### config.mk
export PLATFORM = sky130hd
export DESIGN_NAME = src_sleep_reset_ctrl
export DESIGN_NICKNAME = d
export VERILOG_FILES = /design/src/design/src_pkg.sv /design/src/design/src_sleep_reset_ctrl.sv /design/src/design/src_sync.sv
export SDC_FILE = /design/constraint.sdc
export NUM_CORES = 1
export LEC_CHECK = 0
export CORE_UTILIZATION = 45
export CTS_CLUSTER_DIAMETER = 200
export DETAILED_ROUTE_END_ITERATION = 12
export DONT_BUFFER_PORTS = 1
export PLACE_DENSITY_LB_ADDON = 0.08
export SKIP_CTS_REPAIR_TIMING = 1
export SYNTH_ARGS = -nofsm -noshare
export SYNTH_HDL_FRONTEND = slang
export SYNTH_SLANG_ARGS = --single-unit
### constraint.sdc
create_clock -name pclk -period 2.1 [get_ports pclk]
set_input_delay 0.42 -clock pclk [delete_from_list [all_inputs] [get_ports pclk]]
set_output_delay 0.42 -clock pclk [all_outputs]
set_load 0.005 [all_outputs]
### src/design/src_pkg.sv
// Package for the sleep and reset controller: offsets, fields, codes and counts.
package src_pkg;

	// Register byte addresses.
	localparam logic [7:0] SLEEP_CONTROL_ADDR = 8'h00;
	localparam logic [7:0] CLOCK_GATE_ADDR = 8'h04;
	localparam logic [7:0] SUPPLY_MONITOR_ADDR = 8'h08;
	localparam logic [7:0] RESET_FLAG_ADDR = 8'h0C;
	localparam logic [7:0] STATUS_ADDR = 8'h10;

	// Field positions.
	localparam int SLEEP_ARM_BIT = 0;
	localparam int SLEEP_KIND_LSB = 1;
	localparam int TIMER_GATE_BIT = 0;
	localparam int CONVERTER_GATE_BIT = 1;
	localparam int TRIGGER_LSB = 0;
	localparam int RESET_MODE_BIT = 3;
	localparam int IRQ_EN_BIT = 4;
	localparam int LOW_FLAG_BIT = 5;

	// Reset values.
	localparam logic [3:0] SLEEP_CONTROL_RESET = 4'h0;
	localparam logic [1:0] CLOCK_GATE_RESET = 2'h0;
	localparam logic [2:0] TRIGGER_RESET = 3'h0;

	// Sleep kinds.
	localparam logic [2:0] KIND_IDLE = 3'h0;
	localparam logic [2:0] KIND_NOISE = 3'h1;
	localparam logic [2:0] KIND_POWER_DOWN = 3'h2;
	localparam logic [2:0] KIND_STANDBY = 3'h4;

	// Start-up stretch and wake halt, in system clock cycles.
	localparam int STARTUP_CYCLES = 64;
	localparam int WAKE_HALT_CYCLES = 4;
	localparam int SYNC_STAGES = 3;

	typedef enum logic [2:0] {
		SRC_RUN = 3'b001,
		SRC_SLEEP = 3'b010,
		SRC_WAKE = 3'b100
	} src_power_t;

endpackage : src_pkg

### src/design/src_sleep_reset_ctrl.sv
// Sleep mode, clock gate and reset source controller with an APB register port.
//
// The APB register port and the placing of the registers were left to the implementer.
`timescale 1ns/1ps
module src_sleep_reset_ctrl #(
	parameter int STARTUP_CYCLES = src_pkg::STARTUP_CYCLES
) (
	// Clock and bus reset.
	input wire logic pclk,
	input wire logic presetn,
	// APB slave.
	input wire logic psel,
	input wire logic penable,
	input wire logic pwrite,
	input wire logic [7:0] paddr,
	input wire logic [31:0] pwdata,
	output logic [31:0] prdata,
	output logic pready,
	output logic pslverr,
	// Reset sources.
	input wire logic supply_ok,
	input wire logic reset_pin_n,
	input wire logic reset_pin_en,
	input wire logic watchdog_timeout,
	input wire logic supply_below_level,
	input wire logic supply_below_reset,
	// Core and peripherals.
	input wire logic sleep_instr,
	input wire logic wake_irq,
	input wire logic watchdog_enable,
	input wire logic converter_enable,
	output logic core_reset_n,
	output logic port_reset_n,
	output logic core_halt,
	output logic clk_cpu_en,
	output logic clk_io_en,
	output logic clk_converter_en,
	output logic clk_timer_en,
	output logic oscillator_en,
	output logic comparator_en,
	output logic mux_share_en,
	output logic input_buffer_en,
	output logic watchdog_run,
	output logic extended_conversion,
	output logic supply_low_irq
);

	////////////////////////////////////////////////////////////////////////////////
	// Synchronised inputs.

	logic supply_ok_s;
	logic reset_pin_s;
	logic below_level_s;
	logic below_reset_s;

	src_sync #(.RESET_VALUE(1'b0)) u_sync_supply (
		.pclk(pclk), .presetn(presetn), .async_in(supply_ok), .sync_out(supply_ok_s));
	src_sync #(.RESET_VALUE(1'b1)) u_sync_pin (
		.pclk(pclk), .presetn(presetn), .async_in(reset_pin_n), .sync_out(reset_pin_s));
	src_sync #(.RESET_VALUE(1'b0)) u_sync_level (
		.pclk(pclk), .presetn(presetn), .async_in(supply_below_level), .sync_out(below_level_s));
	src_sync #(.RESET_VALUE(1'b0)) u_sync_rlevel (
		.pclk(pclk), .presetn(presetn), .async_in(supply_below_reset), .sync_out(below_reset_s));

	////////////////////////////////////////////////////////////////////////////////
	// Registers.

	logic [3:0] sleep_control_reg;
	logic [1:0] clock_gate_reg;
	logic [2:0] supply_trigger_level;
	logic supply_monitor_reset_mode;
	logic supply_low_irq_en;
	logic supply_low_flag;
	logic power_up_reset_flag;
	logic pin_reset_flag;
	logic watchdog_reset_flag;
	logic converter_was_on;
	src_pkg::src_power_t power_state;
	logic [2:0] halt_count;
	logic wake_pending;

	wire sleep_arm = sleep_control_reg[src_pkg::SLEEP_ARM_BIT];
	wire [2:0] sleep_kind_select = sleep_control_reg[src_pkg::SLEEP_KIND_LSB +: 3];
	wire converter_clock_gate = clock_gate_reg[src_pkg::CONVERTER_GATE_BIT];
	wire timer_clock_gate = clock_gate_reg[src_pkg::TIMER_GATE_BIT];

	////////////////////////////////////////////////////////////////////////////////
	// Reset sources and delay counter.

	// Power-on and pin reset act asynchronously so ports react without a clock.
	// The clocked sources (watchdog, supply monitor) reach the ports through the core reset.
	wire pin_active = reset_pin_en && !reset_pin_n;
	assign port_reset_n = presetn && supply_ok && !pin_active && core_reset_n;

	localparam int CW = $clog2(STARTUP_CYCLES + 1);
	localparam logic [CW-1:0] DELAY_LOAD = CW'(STARTUP_CYCLES);
	logic [CW-1:0] delay_count;
	logic por_phase;
	logic wdt_pulse;
	logic wdt_prev;

	wire pin_low_s = reset_pin_en && !reset_pin_s;
	wire vlm_reset = supply_monitor_reset_mode && below_reset_s;
	// During the power-on count the pin is ignored; only its level at the end matters.
	wire pin_hold = pin_low_s && !(por_phase && delay_count != '0);
	wire any_source = !supply_ok_s || pin_hold || vlm_reset || wdt_pulse;

	always_ff @(posedge pclk or negedge presetn) begin
		if (!presetn) begin
			wdt_pulse <= 1'b0;
			wdt_prev <= 1'b0;
		end else begin
			// Only the rising edge counts, so a held time-out level gives one pulse.
			wdt_prev <= watchdog_timeout;
			wdt_pulse <= watchdog_timeout && !wdt_prev;
		end
	end

	always_ff @(posedge pclk or negedge presetn) begin
		if (!presetn) begin
			delay_count <= DELAY_LOAD;
			por_phase <= 1'b1;
			core_reset_n <= 1'b0;
		end else if (any_source) begin
			delay_count <= DELAY_LOAD;
			por_phase <= !supply_ok_s || vlm_reset || por_phase;
			core_reset_n <= 1'b0;
		end else if (delay_count != '0) begin
			delay_count <= delay_count - CW'(1);
			core_reset_n <= 1'b0;
		end else begin
			por_phase <= 1'b0;
			core_reset_n <= 1'b1;
		end
	end

	////////////////////////////////////////////////////////////////////////////////
	// APB register access.

	wire wr_en = psel && penable && pwrite;
	wire sel_sleep = paddr == src_pkg::SLEEP_CONTROL_ADDR;
	wire sel_gate = paddr == src_pkg::CLOCK_GATE_ADDR;
	wire sel_mon = paddr == src_pkg::SUPPLY_MONITOR_ADDR;
	wire sel_flags = paddr == src_pkg::RESET_FLAG_ADDR;
	wire sel_stat = paddr == src_pkg::STATUS_ADDR;
	wire mapped = sel_sleep || sel_gate || sel_mon || sel_flags || sel_stat;
	wire [2:0] wr_level = pwdata[src_pkg::TRIGGER_LSB +: 3];
	wire level_change = wr_en && sel_mon && wr_level != supply_trigger_level;
	wire flag_zero_write = wr_en && sel_mon && !pwdata[src_pkg::LOW_FLAG_BIT];
	wire [31:0] rd_mux =
		sel_sleep ? {28'h000_0000, sleep_control_reg} :
		sel_gate ? {30'h0000_0000, clock_gate_reg} :
		sel_mon ? {26'h000_0000, supply_low_flag, supply_low_irq_en,
			supply_monitor_reset_mode, supply_trigger_level} :
		sel_flags ? {29'h0000_0000, watchdog_reset_flag, pin_reset_flag, power_up_reset_flag} :
		sel_stat ? {29'h0000_0000, power_state} : 32'h0000_0000;

	always_ff @(posedge pclk or negedge presetn) begin
		if (!presetn) begin
			prdata <= 32'h0000_0000;
			pready <= 1'b0;
			pslverr <= 1'b0;
		end else begin
			pready <= psel && !penable;
			pslverr <= psel && !penable && !mapped;
			prdata <= (psel && !penable && !pwrite) ? rd_mux : 32'h0000_0000;
		end
	end

	// The control registers are cleared by the stretched internal reset as well as the bus reset; the reset cause flags are not.
	always_ff @(posedge pclk or negedge presetn) begin
		if (!presetn) begin
			sleep_control_reg <= src_pkg::SLEEP_CONTROL_RESET;
			clock_gate_reg <= src_pkg::CLOCK_GATE_RESET;
			supply_trigger_level <= src_pkg::TRIGGER_RESET;
			supply_monitor_reset_mode <= 1'b0;
			supply_low_irq_en <= 1'b0;
		end else if (!core_reset_n) begin
			sleep_control_reg <= src_pkg::SLEEP_CONTROL_RESET;
			clock_gate_reg <= src_pkg::CLOCK_GATE_RESET;
			supply_trigger_level <= src_pkg::TRIGGER_RESET;
			supply_monitor_reset_mode <= 1'b0;
			supply_low_irq_en <= 1'b0;
		end else if (wr_en && pready) begin
			if (sel_sleep) begin
				sleep_control_reg <= pwdata[3:0];
			end
			if (sel_gate) begin
				clock_gate_reg <= pwdata[1:0];
			end
			if (sel_mon) begin
				supply_trigger_level <= wr_level;
				supply_monitor_reset_mode <= pwdata[src_pkg::RESET_MODE_BIT];
				supply_low_irq_en <= pwdata[src_pkg::IRQ_EN_BIT];
			end
		end
	end

	// The supply flag follows the comparator; a clear wins over a low reading in its cycle.
	always_ff @(posedge pclk or negedge presetn) begin
		if (!presetn) begin
			supply_low_flag <= 1'b0;
			supply_low_irq <= 1'b0;
		end else begin
			if (!core_reset_n || !below_level_s) begin
				supply_low_flag <= 1'b0;
			end else if (pready && (level_change || flag_zero_write)) begin
				supply_low_flag <= 1'b0;
			end else begin
				supply_low_flag <= 1'b1;
			end
			supply_low_irq <= supply_low_flag && supply_low_irq_en;
		end
	end

	// Reset cause flags: set wins over a zero write from software.
	always_ff @(posedge pclk or negedge presetn) begin
		if (!presetn) begin
			power_up_reset_flag <= 1'b1;
			pin_reset_flag <= 1'b0;
			watchdog_reset_flag <= 1'b0;
		end else if (!supply_ok_s) begin
			power_up_reset_flag <= 1'b1;
		end else begin
			if (wr_en && pready && sel_flags) begin
				power_up_reset_flag <= pwdata[0];
				pin_reset_flag <= pwdata[1] || pin_hold;
				watchdog_reset_flag <= pwdata[2] || wdt_pulse;
			end else begin
				pin_reset_flag <= pin_reset_flag || pin_hold;
				watchdog_reset_flag <= watchdog_reset_flag || wdt_pulse;
			end
		end
	end

	////////////////////////////////////////////////////////////////////////////////
	// Sleep state machine.

	wire sleep_go = sleep_instr && sleep_arm;
	src_pkg::src_power_t next_power_state;

	always_comb begin
		next_power_state = power_state;
		unique case (power_state)
			src_pkg::SRC_RUN: begin
				if (sleep_go) begin
					next_power_state = src_pkg::SRC_SLEEP;
				end
			end
			src_pkg::SRC_SLEEP: begin
				if (wake_irq) begin
					next_power_state = src_pkg::SRC_WAKE;
				end
			end
			src_pkg::SRC_WAKE: begin
				if (halt_count == '0) begin
					next_power_state = src_pkg::SRC_RUN;
				end
			end
		endcase
	end

	always_ff @(posedge pclk or negedge presetn) begin
		if (!presetn) begin
			power_state <= src_pkg::SRC_RUN;
			halt_count <= 3'h0;
			wake_pending <= 1'b0;
		end else if (!core_reset_n) begin
			power_state <= src_pkg::SRC_RUN;
			halt_count <= 3'h0;
			wake_pending <= 1'b0;
		end else begin
			power_state <= next_power_state;
			wake_pending <= power_state == src_pkg::SRC_SLEEP && wake_irq;
			if (power_state == src_pkg::SRC_SLEEP && wake_irq) begin
				halt_count <= 3'(src_pkg::WAKE_HALT_CYCLES - 1);
			end else if (halt_count != '0) begin
				halt_count <= halt_count - 3'h1;
			end
		end
	end

	////////////////////////////////////////////////////////////////////////////////
	// Clock domain and peripheral controls.

	wire asleep = power_state == src_pkg::SRC_SLEEP;
	wire k_idle = asleep && sleep_kind_select == src_pkg::KIND_IDLE;
	wire k_noise = asleep && sleep_kind_select == src_pkg::KIND_NOISE;
	wire k_pd = asleep && sleep_kind_select == src_pkg::KIND_POWER_DOWN;
	wire k_sb = asleep && sleep_kind_select == src_pkg::KIND_STANDBY;
	// Reserved codes sleep like idle: the safest choice, since the core is merely halted.
	wire io_stop = k_noise || k_pd || k_sb;

	always_ff @(posedge pclk or negedge presetn) begin
		if (!presetn) begin
			core_halt <= 1'b1;
			clk_cpu_en <= 1'b0;
			clk_io_en <= 1'b0;
			clk_converter_en <= 1'b0;
			clk_timer_en <= 1'b0;
			oscillator_en <= 1'b1;
			comparator_en <= 1'b0;
			mux_share_en <= 1'b0;
			input_buffer_en <= 1'b0;
			watchdog_run <= 1'b0;
			extended_conversion <= 1'b0;
			converter_was_on <= 1'b0;
		end else begin
			core_halt <= !core_reset_n || power_state != src_pkg::SRC_RUN;
			clk_cpu_en <= core_reset_n && !asleep && power_state != src_pkg::SRC_WAKE;
			clk_io_en <= !io_stop;
			clk_converter_en <= !converter_clock_gate && !(k_pd || k_sb);
			clk_timer_en <= !timer_clock_gate && !io_stop;
			oscillator_en <= !k_pd;
			comparator_en <= !k_pd;
			mux_share_en <= !converter_clock_gate;
			input_buffer_en <= !io_stop;
			watchdog_run <= watchdog_enable;
			converter_was_on <= converter_enable;
			if (converter_enable && !converter_was_on) begin
				extended_conversion <= 1'b1;
			end else if (!converter_enable) begin
				extended_conversion <= extended_conversion;
			end
		end
	end

	wire unused_ok = k_idle || wake_pending;

endmodule : src_sleep_reset_ctrl

### src/design/src_sync.sv
// Three-stage synchroniser that accepts a change once stages two and three agree.
`timescale 1ns/1ps
module src_sync #(
	parameter logic RESET_VALUE = 1'b0
) (
	// Clock and reset.
	input wire logic pclk,
	input wire logic presetn,
	// Asynchronous input and filtered output.
	input wire logic async_in,
	output logic sync_out
);
	logic [2:0] stage;

	always_ff @(posedge pclk or negedge presetn) begin
		if (!presetn) begin
			stage <= {3{RESET_VALUE}};
			sync_out <= RESET_VALUE;
		end else begin
			stage <= {stage[1:0], async_in};
			if (stage[1] == stage[2]) begin
				sync_out <= stage[2];
			end
		end
	end
endmodule : src_sync

==> results.cfg, run 1 <==
[layout]
area_growth_pct = 9.34
largest_reg_flops = 7
layout.cells.non_filler = 398
layout-drive-gt1-share_pct = 13.2
insertedDiodeCount = 0
final_cell_mix = 58 x dfrtp_1, 27 x nand2_1, 26 x conb_1
final_common_cell = dfrtp_1
final_net_count = 356

[global_routing]
antenna_found_initial = 1
globalRouteTotalUtil_pct = 16.5
grt.overflow.total = 0
busiest_layer = met2
globalRouteMet2Util_pct = 25.1
grt_first_pass_wirelength_mm = 9.09
grt_pass1_vias = 1806
gr-usage-met3_pct = 5.39
use_met1_pct = 21.8
grt_max_degree = 70

[clocking]
htreeDepth = 3
clockBufferDepth = 2
cts_buffers = 9
path_clk_slew_ns = 0.07
ctsRootBufferMaster = clkbuf_8
cts_sinks = 68
clk-insertion-delay-late_ns = 0.34
cts_tree = built

[critical_path]
crit_path_max_fanout = 8
critPathLaunchType = register
r2r-start = delay_count[0]$_DFFE_PN0P_
reg2reg_slack_ns = 0.22
r2r_cells = 6
crit_type = reg2reg
arrival_ns = 2.13
regToRegEndpoint = delay_count[1]$_DFFE_PN0P_
crit_path_end_kind = register
crit_required_ns = 2.35

[detailed_routing]
drt_iter0_drc = 120
firstDrtPassIters = 4
drc_errors = 0
vias_per_cell = 4.89
wire_per_inst_um = 14.2
drt_wl_total_mm = 5.67
dr_total_vias = 1948
detail-route-antenna-nets = 0

[die]
dieArea_um2 = 7330
die_w_um = 85.6
rows = 30
start_util_pct = 46.3
ios = 103
core-area_um2 = 6790
die_y_um = 85.6

[timing]
fin_crit_sh_pct = 89.6
period_minus_slack_ns = 1.88
fin_setup_tns_ns = 0
hold_viol = 0
fmax_ghz = 0.532
slew_viol_final = 0
rsz0062_at_grt = no
setup_viol = 0
clock_skew_ns = 0.00840

[logic_synthesis]
async_flop_share_pct = 100
ys_seq_area_share_pct = 54.5
ys_ff_latch = 68
ys_warn_count = 0
synthDistinctLibCells = 53
syn_area_um2 = 3150
synth_edf_count = 0
syn_inst = 291
synth_flop_cell = dfrtp_1
avgSynthCellArea_um2 = 10.8

[status]
status = complete, no violations

[power_and_ir_drop]
power.density_nw_per_um2 = 938
vdd_drop_max_v = 0.000575
leakage_nw = 1.54

[worst_hold_path]
holdCritPathClass = in2reg
hold_end = u_sync_pin.stage[0]$_DFF_PN1_
hold_depth = 0
min-delay-start = reset_pin_n

[place]
placed_cells = 380
gp_congestion = 0.788
dp_hpwl_mm = 3.88
numPortBuffers = 0

[job]
maxCapViolations = 0
-- kinds of logic after synthesis --
kind of cell               after synthesis  share of synthesized area (%)
AOI/OAI and AO/OA                       42                           8.63
and+or+nand+nor                         94                           16.5
DFF                                     68                           54.5
muxes                                   16                           5.17
xor gates and xnor gates                 9                           2.50
buffers and inverters                   53                           9.78
adders and majority gates                8                           2.86
other                                    1                          0.119
-- critical path, stage by stage, from the launching register on --
cell	delay, ns
dfrtp_1	0.42
inv_1	0.09
ha_1	0.22
nor4bb_1	0.15
a32oi_1	0.30
nand3b_1	0.32
a211oi_1	0.29
-- power by group --
group | leakage (nW) | total (W) | switching (W) | internal, W
logic | 0.582 | 0.000393 | 0.000215 | 0.000179
clock network | 0.122 | 0.00132 | 0.000502 | 0.000821
registers | 0.835 | 0.00151 | 0.0000953 | 0.00142
total | 1.54 | 0.00323 | 0.000811 | 0.00242
-- Yosys cell counts, types with 2 or more instances --
cell type | number | share of area (%)
and3_1 | 3 | 0.60
buf_4 | 27 | 6.4
mux2_2 | 2 | 0.72
o22ai_1 | 2 | 0.40
o21ai_0 | 7 | 1.1
dfrtp_1 | 58 | 46
nand2b_1 | 5 | 0.99
nor2_1 | 19 | 2.3
a32oi_1 | 2 | 0.56
nor2b_1 | 3 | 0.60
nand2_1 | 27 | 3.2
or3_4 | 2 | 0.72
o21a_1 | 2 | 0.48
xnor2_1 | 5 | 1.4
nor3b_1 | 2 | 0.48
a21boi_0 | 4 | 0.95
or4_1 | 2 | 0.48
nor4b_1 | 2 | 0.56
clkbuf_1 | 10 | 1.2
inv_1 | 15 | 1.8
maj3_1 | 4 | 1.3
mux2i_1 | 14 | 4.5
a31oi_1 | 2 | 0.40
a21oi_1 | 13 | 2.1
nor3_1 | 8 | 1.3
xor2_1 | 4 | 1.1
dfstp_2 | 10 | 8.3
nor4_1 | 4 | 0.79
nand3b_1 | 5 | 1.2
nand3_1 | 2 | 0.32
ha_1 | 4 | 1.6
-- area by class of cell --
type	instances	area, um2
Clock buffer	10	138
Clock inverter	6	111
Fill cell	618	3350
Inverter	15	56.3
Multi-Input combinational cell	195	1220
Sequential cell	68	1710
Tap cell	96	120
Timing Repair Buffer	8	82.6
-- worst max-delay path by stage --
stage | from | to | slack, ns | depth (start not counted)
detailed placement | paddr[7] | supply_low_flag$_DFF_PN0_ | 0.03 | 4
global placement | paddr[7] | supply_low_flag$_DFF_PN0_ | 0.03 | 4
finish | delay_count[0]$_DFFE_PN0P_ | delay_count[1]$_DFFE_PN0P_ | 0.22 | 6
floorplan | paddr[7] | supply_low_flag$_DFF_PN0_ | -0.02 | 5
CTS | delay_count[0]$_DFFE_PN0P_ | delay_count[1]$_DFFE_PN0P_ | 0.18 | 6
global route | delay_count[0]$_DFFE_PN0P_ | delay_count[1]$_DFFE_PN0P_ | 0.03 | 6
-- metrics by stage --
stage	worst slack (ns)	power (W)	util, %	hold slack (ns)	area, um2
floorplan	-0.0222	0.00186	-	0.124	3240
global placement	0.0281	0.00190	46.4	0.126	3160
detailed placement	0.0336	0.00191	46.4	0.126	3160
CTS	0.182	0.00325	50.1	-0.253	3400
global route	0.0275	0.00341	50.7	0.0396	3440
finish	0.219	0.00323	50.7	0.0746	3440
-- routing by layer --
layer  up-vias  wire, um  share of wire, %
met5         -         0                 0
met4         0        61               1.1
met3         6       273               4.8
met2        54      2610                46
met1       925      2720                48
li1        963         -                 -
Power figures use the tool's default switching activity.
==> run 2: changes to the inputs <==
--- a/config.mk
+++ b/config.mk
@@ -9,7 +9,9 @@
 export CTS_CLUSTER_DIAMETER = 200
 export DETAILED_ROUTE_END_ITERATION = 12
 export DONT_BUFFER_PORTS = 1
+export HOLD_SLACK_MARGIN = 0.15
 export PLACE_DENSITY_LB_ADDON = 0.08
+export SETUP_SLACK_MARGIN = 0.4
 export SKIP_CTS_REPAIR_TIMING = 1
 export SYNTH_ARGS = -nofsm -noshare
 export SYNTH_HDL_FRONTEND = slang
==> run 2 against run 1 <==
Compared with the run above:
- the run now ends with hold timing left
- die area stayed put
- cell count is 2.3% higher
- combinational power is 7.9% higher
- global-route usage is 0.14 points higher
- register-to-register slack better by 0.21 ns
- fmax is 9.2% higher
- sequential cell count stayed put
- clock-buffer cell count is 2 higher
- highest routed layer unchanged
==> results.cfg, run 2 (synthesis results as in run 1) <==
[critical_path]
crit_path_max_fanout = 6
critPathLaunchType = input pin
crit_path_end_kind = register
arrival_ns = 1.95
crit_required_ns = 2.33
crit_type = in2reg

[die]
die_w_um = 85.6
die_y_um = 85.6
rows = 30
dieArea_um2 = 7330
core-area_um2 = 6790
ios = 103
start_util_pct = 46.3

[place]
gp_congestion = 0.767
numPortBuffers = 0
place_area_um2 = 3160
dp_hpwl_mm = 3.81

[worst_hold_path]
holdCritPathClass = in2async

[timing]
fmax_ghz = 0.581
setup_viol = 0
fin_crit_sh_pct = 82.0
period_minus_slack_ns = 1.72
holdWs_ns = -0.225
rsz0062_at_grt = yes
fin_setup_tns_ns = 0
slew_viol_final = 0
hold_viol = 68
clock_skew_ns = 0.00600

[clocking]
htreeDepth = 3
cts_tree = built
clk-insertion-delay-late_ns = 0.33
cts_buffers = 9
ctsRootBufferMaster = clkbuf_8
clockBufferDepth = 2
cts_sinks = 68
path_clk_slew_ns = 0.07

[detailed_routing]
detail-route-antenna-nets = 0
firstDrtPassIters = 4
drt_wl_total_mm = 5.61
drc_errors = 0
drt_iter0_drc = 113
wire_per_inst_um = 13.8
dr_total_vias = 2015
vias_per_cell = 4.95

[layout]
post-route-cell-area_um2 = 3480
layout-drive-gt1-share_pct = 14.5
final_net_count = 365
final_common_cell = dfrtp_1
area_growth_pct = 10.5
largest_reg_flops = 7
insertedDiodeCount = 0
fillers = 618
final_cell_mix = 58 x dfrtp_1, 27 x nand2_1, 26 x conb_1

[power_and_ir_drop]
leakage_nw = 1.55
vdd_drop_max_v = 0.000590
power.density_nw_per_um2 = 868

[job]
maxCapViolations = 0

[status]
status = finished, violations left
violations = hold timing

[global_routing]
grt_first_pass_wirelength_mm = 9.31
globalRouteTotalUtil_pct = 16.6
grt_max_degree = 70
antenna_found_initial = 0
grt_pass1_vias = 1918
grt.overflow.total = 0
[run 2: layout make-up]
class | count | area, um2 | area share [%]
tap | 96 | 120 | 3.45
inverter | 15 | 56.3 | 1.62
clock inverter | 4 | 47.5 | 1.37
clock buffer | 12 | 155 | 4.46
multi-input combinational | 195 | 1240 | 35.6
timing repair buffer | 17 | 145 | 4.17
sequential | 68 | 1710 | 49.3
[run 2: per-layer routing]
layer	up-vias	wire length, um	global-route usage (%)
met5	-	0	0
met4	0	115	8.64
met3	10	238	3.95
met2	61	2620	25.5
met1	971	2630	22.1
li1	973	-	-
[run 2: where the power goes]
group	internal (W)	switching (W)
sequential	0.00142	0.0000971
combinational	0.000215	0.000209
clock	0.000610	0.000470
total	0.00224	0.000776
[run 2: stage by stage]
stage	hold WS [ns]	total power, W	instances	utilization (%)	setup slack (ns)
after floorplan	0.124	0.00186	316	-	-0.0222
after global placement	0.126	0.00190	381	46.6	0.0230
after detailed placement	0.126	0.00191	381	46.6	0.0338
after CTS	-0.245	0.00301	397	49.5	0.261
after global routing	-0.254	0.00321	407	51.2	0.345
final	-0.225	0.00302	407	51.2	0.377
[run 2: final timing paths]
check / start / endpoint / slack [ns] / cells past startpoint
worst max-delay path: paddr[7] / supply_low_flag$_DFF_PN0_ / 0.38 / 4
worst max register to register: delay_count[1]$_DFFE_PN0P_ / delay_count[1]$_DFFE_PN0P_ / 0.43 / 7
worst min-delay path: presetn / comparator_en$_DFF_PN0_ / -0.22 / 0
worst min register to register: u_sync_rlevel.stage[0]$_DFF_PN0_ / u_sync_rlevel.stage[1]$_DFF_PN0_ / 0.35 / 0
min in group pclk: paddr[3] / prdata[2]$_DFF_PN0_ / 0.20 / 1
max in group asynchronous: presetn / u_sync_pin.stage[1]$_DFF_PN1_ / 2.09 / 0
[run 2: critical path: stages]
cell,delay (ns)
or3_4,0.37
or3_4,0.35
or4_4,0.57
o211a_1,0.24
